$ cat src/adc_seq_pkg.sv
package adc_seq_pkg;
  localparam int NUM_SEQ    = 4;
  localparam int DEPTH_SEQ0 = 8;
  localparam int DEPTH_SEQ1 = 4;
  localparam int DEPTH_SEQ2 = 4;
  localparam int DEPTH_SEQ3 = 1;
  localparam int WORD_W     = 32;
  localparam int RESULT_W   = 10;
  localparam int NIB_W      = 4;
  localparam int ACC_W      = 16;
  // Control nibble field positions and the temperature channel code.
  localparam int CTL_DIFF_BIT = 0;
  localparam int CTL_END_BIT  = 1;
  localparam int CTL_IE_BIT   = 2;
  localparam int CTL_TEMP_BIT = 3;
  localparam logic [3:0] TEMP_CHANNEL = 4'h8;
  // Trigger source encodings.
  localparam logic [1:0] TRIG_SOFTWARE = 2'h0;
  localparam logic [1:0] TRIG_TIMER    = 2'h1;
  localparam logic [1:0] TRIG_GPIO     = 2'h2;
  localparam logic [1:0] TRIG_ALWAYS   = 2'h3;
  // Reset values of the configuration straps and the averaging cap.
  localparam logic [2:0] AVG_RESET = 3'h0;
  localparam logic [2:0] AVG_MAX   = 3'h6;
  localparam logic [7:0] PRI_RESET = 8'he4;

  typedef struct packed {
    logic       full;
    logic       empty;
    logic [3:0] head;
    logic [3:0] tail;
  } fifo_status_s;

  typedef struct packed {
    logic [3:0] channel;
    logic       diff;
  } conv_req_s;
endpackage

$ cat src/result_fifo.sv
module result_fifo #(
  parameter int WIDTH = 32,
  parameter int DEPTH = 8
) (
  input  wire logic             sys_clk,
  input  wire logic             rst_n,
  input  wire logic             inValid,
  output logic                  inReady,
  input  wire logic [WIDTH-1:0] inData,
  output logic                  outValid,
  input  wire logic             outReady,
  output logic      [WIDTH-1:0] outData,
  output adc_seq_pkg::fifo_status_s status
);
  import adc_seq_pkg::*;
  localparam int PW = (DEPTH > 1) ? $clog2(DEPTH) : 1;
  localparam logic [PW:0] DEPTH_CNT = (PW + 1)'(DEPTH);
  localparam logic [PW-1:0] LAST_IDX = PW'(DEPTH - 1);

  logic [WIDTH-1:0] mem [DEPTH];
  logic [PW-1:0]    wrPtr_reg;
  logic [PW-1:0]    rdPtr_reg;
  logic [PW:0]      count_reg;
  wire              doWrite = inValid && inReady;
  wire              doRead  = outValid && outReady;

  function automatic logic [PW-1:0] advance(input logic [PW-1:0] p);
    advance = (p == LAST_IDX) ? '0 : p + 1'b1;
  endfunction

  assign inReady  = (count_reg != DEPTH_CNT);
  assign outValid = (count_reg != '0);
  assign outData  = mem[rdPtr_reg];
  assign status   = '{full: !inReady, empty: !outValid,
                      head: 4'(rdPtr_reg), tail: 4'(wrPtr_reg)};

  always_ff @(posedge sys_clk) begin
    if (doWrite) begin
      mem[wrPtr_reg] <= inData;
    end
  end

  always_ff @(posedge sys_clk or negedge rst_n) begin
    if (!rst_n) begin
      wrPtr_reg <= '0;
      rdPtr_reg <= '0;
      count_reg <= '0;
    end else begin
      if (doWrite) wrPtr_reg <= advance(wrPtr_reg);
      if (doRead) rdPtr_reg <= advance(rdPtr_reg);
      count_reg <= count_reg + (PW + 1)'(doWrite) - (PW + 1)'(doRead);
    end
  end
endmodule

$ cat src/adc_sample_sequencer_control.sv
// How it works
// - Sequencers hold 8, 4, 4, 1 steps and words.
// - FIFO words are 32 bits, result in low 10.
// - Each step: input nibble plus control nibble.
// - Triggers count only while the sequencer is active.
// - The same input may repeat within one sequence.
// - Interrupt raised after each step with enable set.
// - End flag stops the sequence after that step.
// - Each FIFO is circular; a read pops the oldest.
// - Status shows head, tail, full and empty.
// - Overflow and underflow are recorded per sequencer.
// - Eight external inputs plus temperature sensor, 10-bit.
// - Per-sequencer source, trigger, interrupt and priority.
// - Averaging accumulates up to 64 conversions.
// - Sequencing keeps pace with one million samples per second.
// - Triggered steps run back to back unattended.
// - Priority 0 is highest, 3 lowest, all unique.
// - Writing one clears an interrupt; mask gates it.
// - Differential pair k samples inputs 2k and 2k+1.
// - Averaging is off after reset.
module adc_sample_sequencer_control (
  input  wire logic                    sys_clk,
  input  wire logic                    rst_n,
  input  wire logic [3:0]              activeSequencerEnables,
  input  wire logic [3:0][31:0]        stepInputSelect,
  input  wire logic [3:0][31:0]        stepControlNibbles,
  input  wire logic [7:0]              sequencerPriority,
  input  wire logic [3:0][1:0]         triggerSelect,
  input  wire logic [3:0]              swTrigger,
  input  wire logic                    timerTrigger,
  input  wire logic                    gpioTrigger,
  input  wire logic [2:0]              averagingControl,
  input  wire logic [3:0]              irqMask,
  input  wire logic [3:0]              irqStatusClear,
  input  wire logic [3:0]              overflowClear,
  input  wire logic [3:0]              underflowClear,
  output logic                         convStart,
  output adc_seq_pkg::conv_req_s       convReq,
  input  wire logic                    convDone,
  input  wire logic [9:0]              convResult,
  input  wire logic [3:0]              resultPop,
  output logic [31:0]                  resultData,
  output adc_seq_pkg::fifo_status_s [3:0] fifoStatus,
  output logic [3:0]                   fifoOverflowStatus,
  output logic [3:0]                   fifoUnderflowStatus,
  output logic [3:0]                   rawIrqStatus,
  output logic [3:0]                   irqStatus,
  output logic                         busy
);
  import adc_seq_pkg::*;

  typedef enum logic [4:0] {
    IDLE  = 5'h01,
    LOAD  = 5'h02,
    ISSUE = 5'h04,
    WAIT  = 5'h08,
    PUSH  = 5'h10
  } seq_state_e;

  seq_state_e       state_reg, state_next;
  logic [3:0]       pending_reg;
  logic [1:0]       curSeq_reg;
  logic [2:0]       stepIdx_reg;
  logic [5:0]       avgCnt_reg;
  logic [ACC_W-1:0] acc_reg;
  logic [9:0]       avgResult_reg;
  conv_req_s        convReq_reg;
  logic [31:0]      resultData_reg;
  logic [3:0]       overflow_reg;
  logic [3:0]       underflow_reg;
  logic [3:0]       rawIrq_reg;

  function automatic logic [2:0] lastStep(input logic [1:0] s);
    unique case (s)
      2'd0:    lastStep = 3'(DEPTH_SEQ0 - 1);
      2'd1:    lastStep = 3'(DEPTH_SEQ1 - 1);
      2'd2:    lastStep = 3'(DEPTH_SEQ2 - 1);
      default: lastStep = 3'(DEPTH_SEQ3 - 1);
    endcase
  endfunction

  function automatic logic [3:0] nibble(input logic [31:0] w,
                                        input logic [2:0]  i);
    nibble = w[{i, 2'b00} +: 4];
  endfunction

  function automatic logic [1:0] prio(input logic [1:0] s);
    prio = sequencerPriority[{s, 1'b0} +: 2];
  endfunction

  // Pick the pending sequencer holding the smallest priority value.
  function automatic logic [1:0] winner(input logic [3:0] p);
    logic [1:0] w;
    logic       found;
    w = 2'd0;
    found = 1'b0;
    for (int i = 0; i < NUM_SEQ; i++) begin
      if (p[i] && (!found || prio(2'(i)) < prio(w))) begin
        w = 2'(i);
        found = 1'b1;
      end
    end
    winner = w;
  endfunction

  // Trigger decode and pending latch.
  logic [3:0] trigHit;
  always_comb begin
    for (int i = 0; i < NUM_SEQ; i++) begin
      unique case (triggerSelect[i])
        TRIG_SOFTWARE: trigHit[i] = swTrigger[i];
        TRIG_TIMER:    trigHit[i] = timerTrigger;
        TRIG_GPIO:     trigHit[i] = gpioTrigger;
        TRIG_ALWAYS:   trigHit[i] = 1'b1;
      endcase
    end
  end

  wire        anyPending = |pending_reg;
  wire [1:0]  pickSeq    = winner(pending_reg);
  wire        startSeq   = (state_reg == IDLE) && anyPending;
  wire [3:0]  pendClr    = startSeq ? 4'(1) << pickSeq : 4'h0;
  wire [3:0]  pendNext   = ((pending_reg & ~pendClr) | trigHit)
                           & activeSequencerEnables;

  // Step decode for the current step.
  wire [3:0] muxNib = nibble(stepInputSelect[curSeq_reg], stepIdx_reg);
  wire [3:0] ctlNib = nibble(stepControlNibbles[curSeq_reg], stepIdx_reg);
  wire       stepDiff = ctlNib[CTL_DIFF_BIT];
  wire       stepEnd  = ctlNib[CTL_END_BIT];
  wire       stepIe   = ctlNib[CTL_IE_BIT];
  wire       stepTemp = ctlNib[CTL_TEMP_BIT];
  wire       lastOne  = stepEnd || (stepIdx_reg == lastStep(curSeq_reg));
  // Repeated inputs need no check; every step decodes on its own.
  conv_req_s stepReq;
  assign stepReq.diff    = stepDiff;
  assign stepReq.channel = stepTemp ? TEMP_CHANNEL :
                           stepDiff ? {1'b0, muxNib[1:0], 1'b0} :
                                      {1'b0, muxNib[2:0]};

  // Averaging: 2^n conversions per stored word, n capped at six.
  wire [2:0] avgShift = (averagingControl > AVG_MAX) ? AVG_MAX
                                                     : averagingControl;
  wire [5:0] avgLast  = 6'((7'd1 << avgShift) - 7'd1);
  wire [ACC_W-1:0] accSum = acc_reg + ACC_W'(convResult);
  wire [ACC_W-1:0] accAvg = accSum >> avgShift;
  wire       avgDone  = (avgCnt_reg == avgLast);

  // Result FIFOs, one per sequencer.
  logic [3:0]       fifoInValid, fifoInReady, fifoOutValid;
  logic [3:0][31:0] fifoOutData;
  wire  [31:0]      pushWord = {22'h0, avgResult_reg};
  wire              pushing  = (state_reg == PUSH);
  wire              pushOk   = pushing && fifoInReady[curSeq_reg];
  assign fifoInValid = pushing ? 4'(1) << curSeq_reg : 4'h0;

  for (genvar g = 0; g < NUM_SEQ; g++) begin : g_fifo
    localparam int D = (g == 0) ? DEPTH_SEQ0 : (g == 1) ? DEPTH_SEQ1 :
                       (g == 2) ? DEPTH_SEQ2 : DEPTH_SEQ3;
    result_fifo #(.WIDTH(WORD_W), .DEPTH(D)) u_fifo (
      .sys_clk  (sys_clk),
      .rst_n    (rst_n),
      .inValid  (fifoInValid[g]),
      .inReady  (fifoInReady[g]),
      .inData   (pushWord),
      .outValid (fifoOutValid[g]),
      .outReady (resultPop[g]),
      .outData  (fifoOutData[g]),
      .status   (fifoStatus[g])
    );
  end

  // Sequencer state machine: steps follow without software help.
  always_comb begin
    state_next = state_reg;
    unique case (state_reg)
      IDLE:  if (anyPending) state_next = LOAD;
      LOAD:  state_next = ISSUE;
      ISSUE: state_next = WAIT;
      WAIT:  if (convDone) state_next = avgDone ? PUSH : ISSUE;
      PUSH:  if (pushOk) state_next = lastOne ? IDLE : LOAD;
    endcase
  end

  always_ff @(posedge sys_clk or negedge rst_n) begin
    if (!rst_n) begin
      state_reg   <= IDLE;
      pending_reg <= 4'h0;
    end else begin
      state_reg   <= state_next;
      pending_reg <= pendNext;
    end
  end

  always_ff @(posedge sys_clk or negedge rst_n) begin
    if (!rst_n) begin
      curSeq_reg  <= 2'd0;
      stepIdx_reg <= 3'd0;
    end else if (startSeq) begin
      curSeq_reg  <= pickSeq;
      stepIdx_reg <= 3'd0;
    end else if (pushOk && !lastOne) begin
      stepIdx_reg <= stepIdx_reg + 3'd1;
    end
  end

  always_ff @(posedge sys_clk or negedge rst_n) begin
    if (!rst_n) begin
      acc_reg       <= '0;
      avgCnt_reg    <= 6'd0;
      avgResult_reg <= 10'h0;
      convReq_reg   <= '0;
    end else if (state_reg == LOAD) begin
      acc_reg     <= '0;
      avgCnt_reg  <= 6'd0;
      convReq_reg <= stepReq;
    end else if (state_reg == WAIT && convDone) begin
      acc_reg    <= accSum;
      avgCnt_reg <= avgCnt_reg + 6'd1;
      if (avgDone) avgResult_reg <= accAvg[9:0];
    end
  end

  // Sticky flags: a new event wins over a clear in the same cycle.
  wire [3:0] irqSet   = (pushOk && stepIe) ? 4'(1) << curSeq_reg : 4'h0;
  wire [3:0] ovfSet   = (pushing && !pushOk) ? 4'(1) << curSeq_reg
                                             : 4'h0;
  wire [3:0] undSet   = resultPop & ~fifoOutValid;
  wire [3:0] popWin   = resultPop & fifoOutValid;
  wire [1:0] popSel   = popWin[0] ? 2'd0 : popWin[1] ? 2'd1 :
                        popWin[2] ? 2'd2 : 2'd3;

  always_ff @(posedge sys_clk or negedge rst_n) begin
    if (!rst_n) begin
      rawIrq_reg     <= 4'h0;
      overflow_reg   <= 4'h0;
      underflow_reg  <= 4'h0;
      resultData_reg <= 32'h0;
    end else begin
      rawIrq_reg    <= (rawIrq_reg & ~irqStatusClear) | irqSet;
      overflow_reg  <= (overflow_reg & ~overflowClear) | ovfSet;
      underflow_reg <= (underflow_reg & ~underflowClear) | undSet;
      if (|popWin) resultData_reg <= fifoOutData[popSel];
    end
  end

  assign convStart           = (state_reg == ISSUE);
  assign convReq             = convReq_reg;
  assign resultData          = resultData_reg;
  assign fifoOverflowStatus  = overflow_reg;
  assign fifoUnderflowStatus = underflow_reg;
  assign rawIrqStatus        = rawIrq_reg;
  assign irqStatus           = rawIrq_reg & irqMask;
  assign busy                = (state_reg != IDLE);
endmodule

$ cat config.mk
export PLATFORM = sky130hd
export DESIGN_NAME = adc_sample_sequencer_control
export DESIGN_NICKNAME = d
export VERILOG_FILES = /design/src/adc_seq_pkg.sv /design/src/result_fifo.sv /design/src/adc_sample_sequencer_control.sv
export SDC_FILE = /design/constraint.sdc
export NUM_CORES = 1
export LEC_CHECK = 0
export ABC_AREA = 1
export BUFFER_PORTS_ARGS = -buffer_cell sky130_fd_sc_hd__buf_2
export CAP_MARGIN = 20
export CORE_UTILIZATION = 45
export DETAILED_ROUTE_END_ITERATION = 10
export GPL_ROUTABILITY_DRIVEN = 0
export PLACE_DENSITY = 0.75
export SLEW_MARGIN = 5
export SYNTH_ARGS = -nofsm -noshare
export SYNTH_HDL_FRONTEND = slang
export SYNTH_SLANG_ARGS = --single-unit
$ cat constraint.sdc
create_clock -name sys_clk -period 2.74 [get_ports sys_clk]
set_input_delay 0.274 -clock sys_clk [delete_from_list [all_inputs] [get_ports sys_clk]]
set_output_delay 0.274 -clock sys_clk [all_outputs]
set_load 0.1 [all_outputs]
# == Word-level counts from Yosys, hierarchy flattened ==
# Memory sizes are Yosys's and may differ from the RTL's.
# Index checks and enable logic that the tools add are counted.
# word_totals
regBits,123
latchBits,0
ram_bits,170
mem_bits_ro,0
output_inout_bits,95
wordCells,223
n_memories,4
# op_classes
n_addsub,20
n_mul,0
div_mod_pow,0
order_cmp,6
n_eq_ne,35
shifts,8
mux,57
bitwise,18
reduce_logical,50
# mem_list
memory,depth,word_bits,read_ports,rd_ports_with_merged_regs,wr,line_no,rtl
g_fifo[0].u_fifo.mem,8,10,1,0,1,result_fifo.sv:20,logic [WIDTH-1:0] mem [DEPTH];
g_fifo[1].u_fifo.mem,4,10,1,0,1,result_fifo.sv:20,
g_fifo[2].u_fifo.mem,4,10,1,0,1,result_fifo.sv:20,
g_fifo[3].u_fifo.mem,1,10,1,0,1,result_fifo.sv:20,
# ops
op,count
$bmux W32 S2,3
$mux W32,3
$and A4 B4 Y4,8
$mux W16,2
$shiftx A32 B6 Y3,1
$shiftx A32 B6 Y4,1
$eq A2 B2 Y1 const B,13
$pmux W5 S5,1
$mux W4,5
$mux W5,4
$not A4 Y4,5
$mux W2,9
$mux W3,6
$logic_and A1 B1 Y1,17
$add A16 B10 Y16,1
$mux W1,16
$or A4 B4 Y4,4
$pmux W1 S4,4
$shiftx A8 B4 Y2,2
$shr A16 B3 Y10,1
$logic_not A1 Y1,13
$mux W6,2
$eq A2 B1 Y1 const B,5
$logic_not A2 Y1,5
other kinds (39),63

# == Logic depth before layout (Yosys ltp) ==
# logic_depth
depth_word,21
mapped_depth,23

# == Hierarchy ==
# Synthesis repeated with hierarchy kept, for this count alone.
# hier_totals
cells_unflattened,3176
hier_area_um2,31437.7
# by_module_without_submodules
module,n_inst,cells_per_inst,area_per_inst_um2,seq_area_each_um2
result_fifo (g_fifo[0].u_fifo),1,1184,11757.5,7937.6
result_fifo (g_fifo[1].u_fifo ...),2,438,5524.0,4018.9
adc_sample_sequencer_control,1,1052,7454.6,2378.5
result_fifo (g_fifo[3].u_fifo),1,64,1177.4,1011.0

# == Worst setup path after synthesis ==
# No wires, ideal clock.
# synth_path
kind,register to register
start,register g_fifo[0].u_fifo.count_reg[2]
end,register g_fifo[0].u_fifo.count_reg[1]
setup_ps,64
t_arrival_ps,3931
required_time_ps,2676
slack_ps,-1255
stages_incl_launch_ff,9
period_less_slack_ps,3995
cell_sequence,dfrtp_1 -> inv_1 -> ha_1 -> nor3b_1 -> nor3_4 -> ha_1 -> inv_1 -> fa_1 -> inv_1
# synth_via
elab_chain_cells,4
elab_cells_between_ends,6
classes_between,add/sub (2); eq/ne (1); reduce/logical (3)
# synth_rtl
item,line_no,rtl
"start, declared",result_fifo.sv:23,logic [PW:0] count_reg;
"start signal, assigned",result_fifo.sv:51,count_reg <= count_reg + (PW + 1)'(doWrite) - (PW + 1)'(doRead);
$ne A4 B4 Y1,result_fifo.sv:31,assign inReady = (count_reg != DEPTH_CNT);
$logic_and A1 B1 Y1,result_fifo.sv:24,wire doWrite = inValid && inReady;
named net g_fifo[0].u_fifo.doWrite,result_fifo.sv:24,
$add A4 B1 Y4,result_fifo.sv:51,
$sub A4 B1 Y4,result_fifo.sv:51,
# The timed path passes the listed nets, and every way through them passes these cells.
# A chain may end at the register's enable or synchronous reset.

# == Worst setup path in the final report ==
# layout_path
start,register curSeq_reg[0]
end,"register rawIrq_reg[3], in the netlist rawIrqStatus[3]"
# layout_via
elab_chain_cells,6
elab_cells_between_ends,10
classes_between,shift (2); mux (5); bitwise (1); reduce/logical (2)
# layout_rtl
item,line_no,rtl
"start, declared",adc_sample_sequencer_control.sv:62,logic [1:0] curSeq_reg;
"start signal, assigned",adc_sample_sequencer_control.sv:200,curSeq_reg <= pickSeq;
$bmux W32 S2 or $bmux W1 S2 (tied branches),"adc_sample_sequencer_control.sv:128, adc_sample_sequencer_control.sv:154",
$mux W32 (not written as such) or $mux W1 (tied branches),"adc_sample_sequencer_control.sv:128, adc_sample_sequencer_control.sv:154",
$shiftx A32 B6 Y4 or $logic_and A1 B1 Y1 (tied branches),"adc_sample_sequencer_control.sv:84, adc_sample_sequencer_control.sv:154",
$logic_and A1 B1 Y1,adc_sample_sequencer_control.sv:225,wire [3:0] irqSet = (pushOk && stepIe) ? 4'(1) << curSeq_reg : 4'h0;
$mux W4 (*),adc_sample_sequencer_control.sv:225,
$or A4 B4 Y4 (*),adc_sample_sequencer_control.sv:240,rawIrq_reg <= (rawIrq_reg & ~irqStatusClear) | irqSet;
"end signal, assigned",adc_sample_sequencer_control.sv:240,
"end, declared",adc_sample_sequencer_control.sv:71,logic [3:0] rawIrq_reg;
# Every way passes the cells marked *; elsewhere a longest branch is shown, timed or not. The select of a mux whose other input is x is not followed.

==> results.toml <==
[sta]
clock_skew_ns = 0.01042
fin_crit_sh_pct = 93.13
final.min_clock_period_ns = 2.552
tightest_slew_ns = 0.7931
finalSetupViolations = 0
fin_hold_ws_ns = 0.02666
fmax_mhz = 391.9
drv_slew = 0
slew-limit-headroom_pct = 47.12
hold_viol_final = 0
setup_ws_ns = 0.1882
rsz0062_at_grt = "false"

[synthesis]
ys_warn_count = 0
async_reset_ff_share_pct = 36.80
syn_inst = 1557
syn-mean-instance-area_sq_um = 9.322
ys_seq_area_share_pct = 52.25
synth_seq_cells = 269
synth_cell_type_count = 54
synth_flop_cell = "edfxtp_1"
synth_edf_count = 170
syn_area_sq_um = 14510

[die]
die_w_um = 181.6
start_util_pct = 45.88
ioPinCount = 413
die-height_um = 181.6
core.rowCount = 65
die-area_sq_um = 32970
core_area_sq_um = 31640

[min_path]
hold_path_class = "in2reg"

[worst_setup_path]
cp_max_fo = 24
max_stage_delay_ns = 0.46
critPathBufInv = 4
worstPathRequired_ns = 3.15
cpMostUsedCell = "buf_4"
crit_family = "buffers and inverters"
cp_slowest_cell = "dfrtp_1"
startpoint_type = "flop"
crit_chain = "inv_2 -> nor2_4 -> buf_4 -> a22oi_1 -> a31oi_1 -> nor4_1 -> buf_4 -> nor2_1 -> o21ai_1 -> buf_4 -> o22ai_1"
endpoint_kind = "flop"
path_class = "reg2reg"
crit_end = "rawIrqStatus[3]"
startpoint = "curSeq_reg[0]"
path_depth = 11
worst_ep_arrival_time_ns = 2.96
rr_startpoint = "curSeq_reg[0]"
reg2reg_to = "rawIrqStatus[3]"
r2r_cells = 11
regToRegSetupSlack_ns = 0.19

[clock_tree]
clock_path_buffers = 3
tritoncts = "yes"
cts_root_buffer = "clkbuf_16"
clk_pin_slew_worst_paths_ns = 0.07
htree_levels = 1
cts_buffers = 28
insertion_delay_ns = 0.53
cts_num_sinks = 269

[global_route]
grt_pass1_vias = 12740
grt_antenna_before_repair = 6
grt_pass1_wl_um = 71440
globalRouteOverflowTotal = 0
grt_max_degree = 57
track_usage_pct = 28.16

[cells_and_area]
nNetsFinal = 2289
area_growth_pct = 22.76
largest_reg_flops = 170
final_common_cell = "buf_2"
drive_gt1_share_pct = 25.26
final_cell_mix = "buf_2, nand2_1, edfxtp_1, inv_1, nor2_1"

[detailed_routing]
drc = 0
ant_nets = 0
drtIter0Drc = 1188
vias = 13330
routed_wl_um = 46650
avgViaCountPerCell = 5.661
wl_per_cell_um = 19.82
firstDrtPassIters = 8

[job]
max-cap-violations = 0

[pwr]
vdd_drop_max_uv = 832.7
leakage_uw = 0.008139
power_density_nw_per_um2 = 851.4

[placement]
dp_hpwl_um = 35110
io_buffers = 340
pre_cts_slack_ns = -0.05021

[outcome]
outcome = "complete, no violations"
[synth_stat cells (5+ instances only)]
library cell | number | area (sq um)
or2_2 | 7 | 43.79
buf_4 | 45 | 337.8
ha_1 | 41 | 513.0
nand2_1 | 228 | 855.8
nor4_1 | 6 | 37.54
nor2_1 | 144 | 540.5
mux2_2 | 10 | 112.6
o21ai_1 | 10 | 50.05
nor3_1 | 22 | 110.1
a21oi_1 | 71 | 355.3
o22ai_1 | 49 | 306.5
edfxtp_1 | 170 | 5105
a31oi_1 | 33 | 206.5
clkbuf_1 | 36 | 135.1
a22o_1 | 6 | 52.55
o21ai_0 | 123 | 615.6
dfrtp_1 | 98 | 2452
nand3_1 | 123 | 615.6
buf_2 | 29 | 145.1
xor2_1 | 13 | 113.9
a221oi_1 | 15 | 131.4
xnor2_1 | 6 | 52.55
inv_1 | 145 | 544.3
o32ai_1 | 9 | 78.83
a22oi_1 | 54 | 405.4
nand4_1 | 5 | 31.28
[per-layer routing]
| layer | up-vias | track usage [%] | wire length (um) |
|---|---|---|---|
| met3 | 92 | 5.515 | 4190 |
| met2 | 667 | 46.91 | 22150 |
| li1 | 6173 | - | - |
| met1 | 6393 | 37.08 | 18980 |
| met5 | - | 0 | 10 |
| met4 | 2 | 8.678 | 1317 |
[area by class of cell]
type	count	area, sq um
clock buffers	47	903.4
well taps	402	503.0
diodes	4	10.01
repair buffers	416	2322
fillers	2724	13820
clock inverters	5	48.80
inverters	151	566.8
flip-flops and latches	269	7585
multi-input cells	1060	5878
[how the worst min path moves through the flow]
stage                     depth (start not counted)  slack (ns)             start                            end
after floorplan                                   0       -0.02             rst_n                     acc_reg[0]
after global placement                            1        0.31             rst_n  g_fifo[0].u_fifo.wrPtr_reg[2]
after detailed placement                          1        0.32             rst_n  g_fifo[0].u_fifo.wrPtr_reg[2]
after CTS                                         3        0.02      resultPop[0]         fifoUnderflowStatus[0]
after global routing                              2        0.02  overflowClear[2]          fifoOverflowStatus[2]
final                                             3        0.03      resultPop[0]         fifoUnderflowStatus[0]
[what timing repair did]
item / CTS / global route
setup buffers: 0 / 1
hold endpoints to repair: 53 / 0
hold buffers: 14 / 0
gates resized for setup: 0 / 3
setup endpoints to repair: 0 / 6
[where the power goes]
| group | switching (uW) | leakage (uW) | internal, uW |
|---|---|---|---|
| Clock | 1520 | 0.000471 | 2330 |
| Sequential | 368 | 0.00315 | 4670 |
| Combinational | 4620 | 0.00452 | 1670 |
[metrics by stage]
stage               TNS (ns)  area (sq um)  util (%)  std cells  power (uW)
global route               0         17820     56.32       2354       15940
global placement           0         16700     52.78       2283       11150
CTS                        0         17790     56.23       2349       15170
floorplan                  0         14690         -       1596        9733
finish                     0         17820     56.32       2354       15170
detailed placement   -0.1131         16700     52.78       2283       11310
[logic make-up (layout without fill, tap and decap cells)]
logic type / Yosys count / count (layout) / synth area share, %
AOI/OAI and AO/OA: 394 / 394 / 16.67
xor gates and xnor gates: 19 / 19 / 1.147
adders and majority gates: 45 / 45 / 4.086
buffers and inverters: 267 / 619 / 8.526
DFF: 269 / 269 / 52.25
muxes: 12 / 12 / 0.9138
other: 1 / 44 / 0.02584
and+or+nand+nor: 550 / 550 / 16.38
[tightest hold or removal path: stages]
cell and delay, ns:
buf_2 0.08, inv_1 0.05, o22ai_1 0.12
No activity file was read; power rests on OpenSTA's default activity.
